<file path="src/verilog/adaptive_step_pkg.sv">
// Purpose: constants and types shared by the load-adaptive step block
// Assumes: 50 MHz ref_clk_i, step/direction inputs from an external pin domain
// Notes: diagnostic outputs are open drain (low active) or push-pull (high active)
// How it works
// - each diagnostic output selects a source and open-drain or push-pull type.
// - diag_out_zero pulls low while the device is held in reset.
// - stall asserts when load result is zero and step interval at or below threshold.
// - index pulses at microstep counter zero, lasting the whole microstep.
// - with interpolation below 256 microsteps the index may last two clocks.
// - chopper on-state alternates between both coils, only with constant off-time chopper.
// - skipped-step signal toggles for each commanded step not executed.
// - load-adaptive mode forces slow decay only; constant off-time chopper is set by chopper_const_off_i.
// - force-enable high selects load-adaptive mode; else velocity threshold may select it.
// - load-adaptive mode stays off while the quiet voltage chopper is active.
// - step-ready goes low while the previous step is not yet taken.
// - steps are buffered up to microsteps per fullstep minus one while waiting.
// - a step held for at least 1024 clocks forces one step past the wait.
// - in load-adaptive mode, step hold low stops execution and forces step-ready low.
// - each refused step moves the skipped-step counter by direction.
// - step input stays at microstep resolution while execution is fullstep based.
// - the device halts before the next fullstep if the last was not taken.
// - a blocked motor still steps at the minimum velocity; zero disables it.
// - a step advances the position with direction 0 and retreats with 1.
// - in load-adaptive mode stall appears as a pulse on a diagnostic output.
package adaptive_step_pkg;
  localparam int unsigned CLK_HZ = 50000000;
  localparam int unsigned FORCE_PULSE_CLOCKS = 1024;
  localparam int unsigned FORCE_PULSE_US = 125;
  localparam int unsigned POS_W = 10;
  localparam int unsigned INTERVAL_W = 20;
  localparam int unsigned VDC_W = 22;
  localparam int unsigned LOST_W = 20;
  localparam int unsigned BUF_W = 9;
  localparam int unsigned FORCE_CNT_W = 11;
  localparam logic [POS_W-1:0] POS_RESET = 10'h000;
  localparam logic [LOST_W-1:0] LOST_RESET = 20'h00000;
  localparam logic [3:0] RES_FULL_CODE = 4'h8;

  typedef enum logic [2:0] {
    DIAG_SRC_STALL,
    DIAG_SRC_INDEX,
    DIAG_SRC_CHOP_ON,
    DIAG_SRC_SKIPPED,
    DIAG_SRC_RESET,
    DIAG_SRC_OFF
  } diag_src_type;

  typedef enum logic [1:0] {
    SEQ_IDLE,
    SEQ_WAIT_TAKEN,
    SEQ_FORCED
  } seq_state_type;

  // microsteps per fullstep for a resolution code (0 = 256, 8 = fullstep)
  function automatic logic [8:0] steps_per_full(input logic [3:0] res_code);
    steps_per_full = (res_code > RES_FULL_CODE) ? 9'h001 : 9'(9'h100 >> res_code);
  endfunction
endpackage

</file>
<file path="src/verilog/diag_pin_if.sv">
`timescale 1ns/1ns
// Purpose: carries one diagnostic output's selection and event sources
// Assumes: single clock domain
// Notes: the driver modport produces the two pin signals
interface diag_pin_if;
  import adaptive_step_pkg::*;
  diag_src_type src;
  logic push_pull;
  logic in_reset;
  logic stall;
  logic index;
  logic chop_on;
  logic skipped;
  logic pin_out;
  logic pin_oe_n;
  modport source (output src, push_pull, in_reset, stall, index, chop_on, skipped, input pin_out, pin_oe_n);
  modport driver (input src, push_pull, in_reset, stall, index, chop_on, skipped, output pin_out, pin_oe_n);
endinterface

</file>
<file path="src/verilog/diag_pin_drive.sv">
`timescale 1ns/1ns
// Purpose: drives one diagnostic pin from its selected source
// Assumes: sources are registered in the caller
// Notes: open drain enables the driver only when the signal is active
module diag_pin_drive
  import adaptive_step_pkg::*;
(
  input wire logic clk_i,
  input wire logic rst_n_i,
  diag_pin_if.driver diag
);
  typedef struct packed {
    logic out;
    logic oe_n;
  } pin_state_type;
  pin_state_type s_q;
  pin_state_type s_d;
  logic active;

  always_comb
  begin
    case (diag.src)
      DIAG_SRC_STALL: active = diag.stall;
      DIAG_SRC_INDEX: active = diag.index;
      DIAG_SRC_CHOP_ON: active = diag.chop_on;
      DIAG_SRC_SKIPPED: active = diag.skipped;
      DIAG_SRC_RESET: active = diag.in_reset;
      default: active = 1'b0;
    endcase
    if (diag.in_reset)
      active = 1'b1;
    s_d = s_q;
    if (diag.push_pull && !diag.in_reset)
    begin
      s_d.out = active;
      s_d.oe_n = 1'b0;
    end
    else
    begin
      s_d.out = 1'b0;
      s_d.oe_n = ~active;
    end
  end

  always_ff @(posedge clk_i or negedge rst_n_i)
  begin
    if (!rst_n_i)
    begin
      s_q.out <= 1'b0;
      s_q.oe_n <= 1'b0;
    end
    else
      s_q <= s_d;
  end

  // reset pull-low must not wait for a clock edge
  assign diag.pin_out = s_q.out;
  assign diag.pin_oe_n = rst_n_i ? s_q.oe_n : 1'b0;
endmodule

</file>
<file path="src/verilog/load_adaptive_step_diag.sv">
`timescale 1ns/1ns
// Purpose: load-adaptive fullstep sequencing behind a step/direction interface with diagnostics
// Assumes: motor_step_taken_i pulses when the mechanics completed the last fullstep
// Notes: step, direction and hold pins pass three-flop synchronisers
module load_adaptive_step_diag
  import adaptive_step_pkg::*;
(
  input wire logic ref_clk_i,
  input wire logic arst_n_i,
  input wire logic step_i,
  input wire logic dir_i,
  input wire logic step_hold_in_n_i,
  input wire logic adaptive_force_enable_i,
  input wire logic [3:0] microstep_resolution_setting_i,
  input wire logic interpolation_enable_i,
  input wire logic quiet_chopper_enable_i,
  input wire logic [INTERVAL_W-1:0] quiet_mode_velocity_threshold_i,
  input wire logic [INTERVAL_W-1:0] load_velocity_threshold_i,
  input wire logic [VDC_W-1:0] adaptive_min_velocity_i,
  input wire logic [9:0] load_measure_result_i,
  input wire logic motor_step_taken_i,
  input wire logic chopper_const_off_i,
  input wire logic coil_a_on_i,
  input wire logic coil_b_on_i,
  input wire logic [2:0] diag_zero_select_i,
  input wire logic diag_zero_push_pull_i,
  input wire logic [2:0] diag_one_select_i,
  input wire logic diag_one_push_pull_i,
  output logic step_ready_out_o,
  output logic fullstep_pulse_o,
  output logic load_adaptive_mode_o,
  output logic chopper_slow_decay_only_o,
  output logic [POS_W-1:0] microstep_position_count_o,
  output logic [LOST_W-1:0] lost_step_count_o,
  output logic [INTERVAL_W-1:0] step_interval_time_o,
  output logic stall_o,
  output logic diag_out_zero_o,
  output logic diag_out_zero_oe_n_o,
  output logic diag_out_one_o,
  output logic diag_out_one_oe_n_o
);
  logic [1:0] rst_sync_q;
  logic rst_n;

  typedef struct packed {
    logic [2:0] step_sync;
    logic [2:0] dir_sync;
    logic [2:0] hold_sync;
    logic step_lvl;
    logic dir_lvl;
    logic hold_n_lvl;
    seq_state_type state;
    logic [POS_W-1:0] pos;
    logic [BUF_W-1:0] pending;
    logic [LOST_W-1:0] lost;
    logic [INTERVAL_W-1:0] interval_cnt;
    logic [INTERVAL_W-1:0] interval;
    logic [FORCE_CNT_W-1:0] high_cnt;
    logic force_used;
    logic [VDC_W-1:0] vmin_cnt;
    logic fs_pulse;
    logic skipped;
    logic stall;
    logic stall_d1;
    logic index;
    logic chop_sel;
  } core_state_type;
  core_state_type s_q;
  core_state_type s_d;

  logic adaptive;
  logic step_edge;
  logic [8:0] per_full;
  logic [POS_W-1:0] step_width;
  logic fs_boundary;
  logic step_now;
  logic hold_active;

  // reset release through two flops, assertion stays asynchronous
  always_ff @(posedge ref_clk_i or negedge arst_n_i)
  begin
    if (!arst_n_i)
      rst_sync_q <= 2'b00;
    else
      rst_sync_q <= {rst_sync_q[0], 1'b1};
  end
  assign rst_n = rst_sync_q[1];

  assign per_full = steps_per_full(microstep_resolution_setting_i);
  assign step_width = POS_W'(per_full == 9'h001 ? 10'h100 : 10'h100 / per_full);
  assign hold_active = !s_q.hold_n_lvl;
  // quiet chopper below its switching velocity blocks the mode
  assign adaptive = (adaptive_force_enable_i
    || (!quiet_chopper_enable_i && s_q.interval != '0 && s_q.interval < quiet_mode_velocity_threshold_i))
    && !(quiet_chopper_enable_i && s_q.interval >= quiet_mode_velocity_threshold_i);

  always_comb
  begin
    s_d = s_q;
    s_d.step_sync = {s_q.step_sync[1:0], step_i};
    s_d.dir_sync = {s_q.dir_sync[1:0], dir_i};
    s_d.hold_sync = {s_q.hold_sync[1:0], step_hold_in_n_i};
    if (s_q.step_sync[2] == s_q.step_sync[1])
      s_d.step_lvl = s_q.step_sync[2];
    if (s_q.dir_sync[2] == s_q.dir_sync[1])
      s_d.dir_lvl = s_q.dir_sync[2];
    if (s_q.hold_sync[2] == s_q.hold_sync[1])
      s_d.hold_n_lvl = s_q.hold_sync[2];
    step_edge = s_d.step_lvl && !s_q.step_lvl;
    s_d.fs_pulse = 1'b0;
    step_now = 1'b0;
    fs_boundary = 1'b0;

    // step interval in clocks, edge cycle counts as the first, saturating
    if (step_edge)
    begin
      s_d.interval = s_q.interval_cnt;
      s_d.interval_cnt = INTERVAL_W'(1);
    end
    else if (s_q.interval_cnt != '1)
      s_d.interval_cnt = s_q.interval_cnt + 1'b1;

    // long high step counter for forcing
    if (!s_q.step_lvl)
    begin
      s_d.high_cnt = '0;
      s_d.force_used = 1'b0;
    end
    else if (s_q.high_cnt != FORCE_CNT_W'(FORCE_PULSE_CLOCKS))
      s_d.high_cnt = s_q.high_cnt + 1'b1;

    if (!adaptive)
    begin
      // plain microstep mode, each step moves the table directly
      s_d.state = SEQ_IDLE;
      s_d.pending = '0;
      if (step_edge)
        s_d.pos = s_d.dir_lvl ? s_q.pos - step_width : s_q.pos + step_width;
    end
    else
    begin
      // incoming steps accumulate at microstep resolution
      if (step_edge)
      begin
        if (s_q.pending < BUF_W'(per_full - 9'h001) || s_q.state == SEQ_IDLE)
          s_d.pending = s_q.pending + 1'b1;
        else
        begin
          s_d.skipped = ~s_q.skipped;
          s_d.lost = s_d.dir_lvl ? s_q.lost - 1'b1 : s_q.lost + 1'b1;
        end
      end
      fs_boundary = s_d.pending >= BUF_W'(per_full);
      case (s_q.state)
        SEQ_IDLE:
        begin
          if (fs_boundary && !hold_active)
            step_now = 1'b1;
        end
        SEQ_WAIT_TAKEN:
        begin
          if (motor_step_taken_i)
            s_d.state = SEQ_IDLE;
          else if (s_q.high_cnt == FORCE_CNT_W'(FORCE_PULSE_CLOCKS) && !s_q.force_used)
          begin
            s_d.force_used = 1'b1;
            s_d.state = SEQ_FORCED;
          end
          else if (adaptive_min_velocity_i != '0 && s_q.vmin_cnt >= adaptive_min_velocity_i)
            s_d.state = SEQ_FORCED;
          if (adaptive_min_velocity_i != '0 && s_q.vmin_cnt < adaptive_min_velocity_i)
            s_d.vmin_cnt = s_q.vmin_cnt + 1'b1;
        end
        SEQ_FORCED:
        begin
          s_d.state = SEQ_IDLE;
          if (!hold_active)
            step_now = 1'b1;
        end
        default: s_d.state = SEQ_IDLE;
      endcase
      if (step_now)
      begin
        // one fullstep executed, then wait for mechanics
        s_d.fs_pulse = 1'b1;
        s_d.pending = (s_d.pending >= BUF_W'(per_full)) ? s_d.pending - BUF_W'(per_full) : '0;
        s_d.pos = s_d.dir_lvl ? s_q.pos - POS_W'(10'h100) : s_q.pos + POS_W'(10'h100);
        s_d.state = SEQ_WAIT_TAKEN;
        s_d.vmin_cnt = '0;
      end
    end

    s_d.stall = (load_measure_result_i == '0) && (s_q.interval <= load_velocity_threshold_i);
    s_d.stall_d1 = s_q.stall;
    s_d.index = (s_d.pos == '0);
    if (coil_a_on_i ^ coil_b_on_i)
      s_d.chop_sel = coil_b_on_i;
    else
      s_d.chop_sel = ~s_q.chop_sel;
  end

  always_ff @(posedge ref_clk_i or negedge rst_n)
  begin
    if (!rst_n)
    begin
      s_q <= '0;
      s_q.hold_sync <= 3'b111;
      s_q.hold_n_lvl <= 1'b1;
      s_q.state <= SEQ_IDLE;
      s_q.pos <= POS_RESET;
      s_q.lost <= LOST_RESET;
    end
    else
      s_q <= s_d;
  end

  assign step_ready_out_o = !adaptive ? 1'b1
    : !(hold_active || s_q.state != SEQ_IDLE);
  assign fullstep_pulse_o = s_q.fs_pulse;
  assign load_adaptive_mode_o = adaptive;
  assign chopper_slow_decay_only_o = adaptive;
  assign microstep_position_count_o = s_q.pos;
  assign lost_step_count_o = s_q.lost;
  assign step_interval_time_o = s_q.interval;
  assign stall_o = s_q.stall;

  diag_pin_if diag_zero ();
  diag_pin_if diag_one ();
  logic stall_evt;
  logic chop_on;
  // stall reported as a rising pulse in adaptive mode, as a level otherwise
  assign stall_evt = adaptive ? (s_q.stall && !s_q.stall_d1) : s_q.stall;
  assign chop_on = chopper_const_off_i && (s_q.chop_sel ? coil_b_on_i : coil_a_on_i);

  assign diag_zero.src = diag_src_type'(diag_zero_select_i);
  assign diag_zero.push_pull = diag_zero_push_pull_i;
  assign diag_zero.in_reset = !rst_n;
  assign diag_zero.stall = stall_evt;
  assign diag_zero.index = s_q.index;
  assign diag_zero.chop_on = chop_on;
  assign diag_zero.skipped = s_q.skipped;
  assign diag_one.src = diag_src_type'(diag_one_select_i);
  assign diag_one.push_pull = diag_one_push_pull_i;
  assign diag_one.in_reset = 1'b0;
  assign diag_one.stall = stall_evt;
  assign diag_one.index = s_q.index;
  assign diag_one.chop_on = chop_on;
  assign diag_one.skipped = s_q.skipped;

  diag_pin_drive u_diag_zero (
    .clk_i(ref_clk_i),
    .rst_n_i(rst_n),
    .diag(diag_zero.driver)
  );
  diag_pin_drive u_diag_one (
    .clk_i(ref_clk_i),
    .rst_n_i(rst_n),
    .diag(diag_one.driver)
  );

  assign diag_out_zero_o = diag_zero.pin_out;
  assign diag_out_zero_oe_n_o = diag_zero.pin_oe_n;
  assign diag_out_one_o = diag_one.pin_out;
  assign diag_out_one_oe_n_o = diag_one.pin_oe_n;
endmodule

</file>
<file path="config.mk">
export PLATFORM = sky130hd
export DESIGN_NAME = load_adaptive_step_diag
export DESIGN_NICKNAME = d
export VERILOG_FILES = /design/src/verilog/adaptive_step_pkg.sv /design/src/verilog/diag_pin_if.sv /design/src/verilog/diag_pin_drive.sv /design/src/verilog/load_adaptive_step_diag.sv
export SDC_FILE = /design/constraint.sdc
export NUM_CORES = 1
export LEC_CHECK = 0
export ABC_AREA = 0
export CORE_MARGIN = 2
export CORE_UTILIZATION = 30
export CTS_CLUSTER_SIZE = 10
export DETAILED_ROUTE_END_ITERATION = 12
export DONT_BUFFER_PORTS = 1
export PLACE_DENSITY = 0.52
export SLEW_MARGIN = 15
export SYNTH_ARGS = -nofsm -noshare
export SYNTH_HDL_FRONTEND = slang
export SYNTH_HIERARCHICAL = 1
export SYNTH_SLANG_ARGS = --single-unit
</file>
<file path="constraint.sdc">
create_clock -name ref_clk_i -period 4.57 [get_ports ref_clk_i]
set_input_delay 0 -clock ref_clk_i [delete_from_list [all_inputs] [get_ports ref_clk_i]]
set_output_delay 0 -clock ref_clk_i [all_outputs]
set_load 0.005 [all_outputs]
</file>
== Yosys cells after proc, flatten, opt, wreduce, memory -nomap -nowiden ==
Index checks and enable logic that the tools add are counted.
Widths: inputs -> output; s select.

* Register bits: 139
* Input bits: 96
* Output and inout bits: 59
* Logic and storage cells: 161

* Add/subtract/negate cells: 12
* Divide/modulo/power cells: 1
* $lt $le $gt $ge: 8
* Equal/unequal tests: 21
* Shift operators: 1
* Multiplexer cells: 47
* Bitwise logic cells: 6
* Reduce and logical (&&, ||, !) cells: 39

{| class="wikitable"
|+ Operator list
! cell !! number
|-
| $mux 20 || 4
|-
| $mux 29 || 2
|-
| $mux 23 || 2
|-
| $mux 21 || 2
|-
| $add 20x1->20 const B || 2
|-
| $mux 10 || 4
|-
| $mux 9 || 3
|-
| $mux 25 || 1
|-
| $add 22x1->22 const B || 1
|-
| $ge 22x22->1 || 1
|-
| $lt 22x22->1 || 1
|-
| $mux 11 || 2
|-
| $mux 22 || 1
|-
| $reduce_bool 22->1 || 1
|-
| $ge 20x20->1 || 1
|-
| $le 20x20->1 || 1
|-
| $logic_not 10->1 || 2
|-
| $lt 20x20->1 || 1
|-
| $ne 20x20->1 const B || 1
|-
| $reduce_bool 20->1 || 1
|-
| $sub 20x1->20 const B || 1
|-
| $mux 1 || 17
|-
| $logic_and 1x1->1 || 13
|-
| $eq 3x2->1 const B || 4
|-
| 39 further kinds || 66
|}

== Logic depth before layout (Yosys ltp) ==
* Word-level depth: 16
* Depth in mapped cells: 79

== Hierarchy ==
Netlist, hierarchy kept.

{| class="wikitable"
|+ By module, submodules not included
! module !! times used !! cells each !! area an instance (um2) !! seq. area each (um2)
|-
| load_adaptive_step_diag || 1 || 1432 || 12187.9 || 3383.2
|-
| diag_pin_drive || 2 || 10 || 113.9 || 50.0
|}

== Least setup slack after synthesis ==
Ideal clock, no wire load.

* Kind: input to register
* From: in microstep_resolution_setting_i[2]
* To: reg s_q, in the netlist diag_one.index
* Library setup time: 125 ps
* Arrival: 15397 ps
* Data required time: 4445 ps
* Setup slack: -10952 ps
* Stages on the path: 72
* Path buffers: 6
* Path through: clkbuf_1 > nand4b_1 > ha_1 > buf_2 > nor2_1 > mux2i_1 > ha_1 > or4_4 > a21o_1 > and2_1 > ha_1 > o211ai_1 > a22oi_1 > buf_2 > mux2_2 > ha_1 > a21oi_1 > nand3_1 > [... 36 more ...] > a21o_1 > a21oi_1 > o21ai_0 > a21o_1 > o21ai_0 > ha_1 > a21oi_1 > ha_1 > nor2b_1 > o31a_1 > o31a_1 > o21ai_0 > nand2_1 > o211ai_1 > nor3b_1 > mux2i_1 > nand2_1 > mux2_2

{| class="wikitable"
|+ RTL lines
! what !! line !! text
|-
| start, declared || load_adaptive_step_diag.sv:14 || <nowiki>input wire logic [3:0] microstep_resolution_setting_i,</nowiki>
|-
| end, declared || load_adaptive_step_diag.sv:68 || <nowiki>core_state_type s_q;</nowiki>
|}

==> reports/metrics.cfg <==
[status]
status = complete, but fails checks
violations = negative setup slack

[floorplan]
fp.coreArea_sq_um = 40800
initial_utilization_pct = 30.4
fp.dieH_um = 207
ios = 155
die_area_sq_um = 43000
die_w_um = 207
fp-row-count = 74

[sta]
fin_setup_tns_ns = -81.72
period_minus_slack_ns = 12.83
relSlewSlack_pct = 33.4
slew_violations = 0
worst_slew_pin_slew_ns = 0.999
fin_crit_sh_pct = 281
fin_ws_ns = -8.26
hold_violations = 0
fmax_mhz = 78.0
setup_viol = 25
rsz0062_at_grt = yes
skew_ns = 0.0135

[critical_path]
worstSetupStartpointType = primary input
slowest_delay_ns = 0.42
end_kind = register
rr_startpoint = s_q[101]
crit_type = primary input to register
startpoint = microstep_resolution_setting_i[3]
crit_fanout = 28
cp.required_ns = 4.89
crit_top_cell = ha_4
worst_ep_arrival_time_ns = 13.15
cp_slowest_cell = or4_4

[logic_synthesis]
synth_edf_count = 0
ys_warn_count = 6
yosys.area.top_type = dfrtp_1
syn_area_sq_um = 12400
synth_area_leaders = dfrtp_1 27%, ha_1 16%, xnor2_1 4.1%
async_flop_share_pct = 100
yosysTopAreaCellShare_pct = 27.2
yosys_most_used_dff = dfrtp_1
yosysUniqueCellTypes = 81
avgSynthCellArea_sq_um = 8.55
synthesis.instances = 1452
synth-seq-cells = 139
synth_seq_area_share_pct = 28.1

[finish]
insertedDiodeCount = 0
final_core_utilization_pct = 40.2
mostFrequentLayoutCell = buf_4
area_growth_syn_to_layout_pct = 32.2
nets = 1946
drive_gt1_share_pct = 29.5
layout.cells.most_common_list = 265 x buf_4, 134 x ha_1, 134 x dfrtp_1

[route]
routedWlPerCell_um = 16.5
antenna_left = 0
drt_iter0_markers = 481
drcViolationCount = 0
wirelength_um = 36800
num_vias = 11200
first_pass_iters = 7
viasPerCell = 5.02

[run]
drv_cap = 0

[clocking]
root_buffer = clkbuf_16
clkTransAtPathRegs_ns = 0.07
clk_path_buf_depth = 2
cts_sinks = 139
cts_buffers = 17
cts_tree = built
htreeDepth = 4
clk_latency_ns = 0.44

[global_routing]
grt_max_degree = 73
grt_pass1_wl_um = 59600
grt.overflow.total = 0
grt_pass1_vias = 11500
antenna_found_initial = 1
grt_usage_pct = 17.1

[min_path]
hp-class = primary input to register
min-delay-start = quiet_chopper_enable_i

[placed_design]
io_buffers = 0
pre_cts_ws_ns = -8.96
place_congestion = 0.833
dp_hpwl_um = 27400

[final cells by class]
type                            instances  area (sq um)
Sequential cell                       139          3490
Tap cell                              532           666
Clock inverter                         14           138
Multi-Input combinational cell       1127          8920
Clock buffer                           18           429
Fill cell                            4002         24400
Inverter                              102           385
Timing Repair Buffer                  302          2380
[state kept, by name, indices dropped and copies added, names as in the netlist, 2 cells and up]
register and count:
step_interval_time_o 20, s_d 6, lost_step_count_o 20, microstep_position_count_o 10, rst_sync_q 2, s_q 73
[cell usage after synthesis (19+ instances only)]
cell type  count
mux2_2        37
xnor2_1       58
clkbuf_1      23
o21a_1        26
a21oi_1       80
xor2_1        45
ha_1         158
nor3_1        24
a21o_1        45
nor4_1        22
nand2_1      130
nand4_1       31
nand3_1       43
buf_4         52
and2_1        20
and3_1        19
dfrtp_1      135
inv_1        100
o21ai_0       68
nor2_1       122
[per-stage QoR]
step / cell area [sq um] / instances / hold slack [ns]
3_3_place_gp: 14500 / 2117 / -0.295
3_5_place_dp: 14500 / 2117 / -0.295
5_1_grt: 16400 / 2234 / 0.0137
2_1_floorplan: 12800 / 1453 / -0.296
4_1_cts: 16000 / 2221 / 0.0184
6_report: 16400 / 2234 / 0.0116
[cell families (layout without fill, tap and decap cells)]
kind of cell             after synthesis  after routing  share of synthesized area, %
flip-flops                           139            139                          28.1
multiplexers                          48             48                          4.24
adder cells (fa/ha/maj)              163            163                          16.6
other                                  2              3                        0.0605
XOR/XNOR                             103            103                          7.27
AO/OA/AOI/OAI                        318            318                          16.8
AND/OR/NAND/NOR                      492            492                          19.7
buffers and inverters                187            436                          7.31
[timing repair]
action	in CTS	in global routing
hold endpoints to repair	14	0
hold buffers	23	0
cloned	1	0
gates resized for setup	67	64
endpoints found under the setup margin	42	42
pin swaps	73	49
setup buffers	48	16
[worst max-delay path: cells and delay by family]
family                     cells  cell delay, ns
AOI/OAI and AO/OA             32            5.34
adders and majority gates     10            2.39
and+or+nand+nor               15            2.31
buffers and inverters          8            1.16
muxes                          6            1.95
[path summary, 6_finish.rpt]
| check | to | slack (ns) | cells past startpoint |
|---|---|---|---|
| min in group asynchronous | rst_sync_q[0] | 0.31 | 2 |
| setup reg to reg | diag_one.index | 0.13 | 23 |
| hold reg to reg | s_d[132] | 0.34 | 0 |
| hold / removal | s_q[22] | 0.01 | 4 |
| setup / recovery | diag_one.index | -8.26 | 71 |
| max in group asynchronous | s_d[131] | 2.58 | 1 |
[layer usage]
layer | global-route usage (%) | part of all wire [%] | up-vias
li1 | - | - | 5601
met1 | 21.8 | 46 | 5382
met2 | 28.9 | 47 | 196
met3 | 4.02 | 4.7 | 43
met4 | 4.31 | 1.8 | 2
met5 | 0 | 0.035 | -
Power is not shown: default switching activity piles up to over one toggle a cycle in this logic, so the estimate is an artifact.
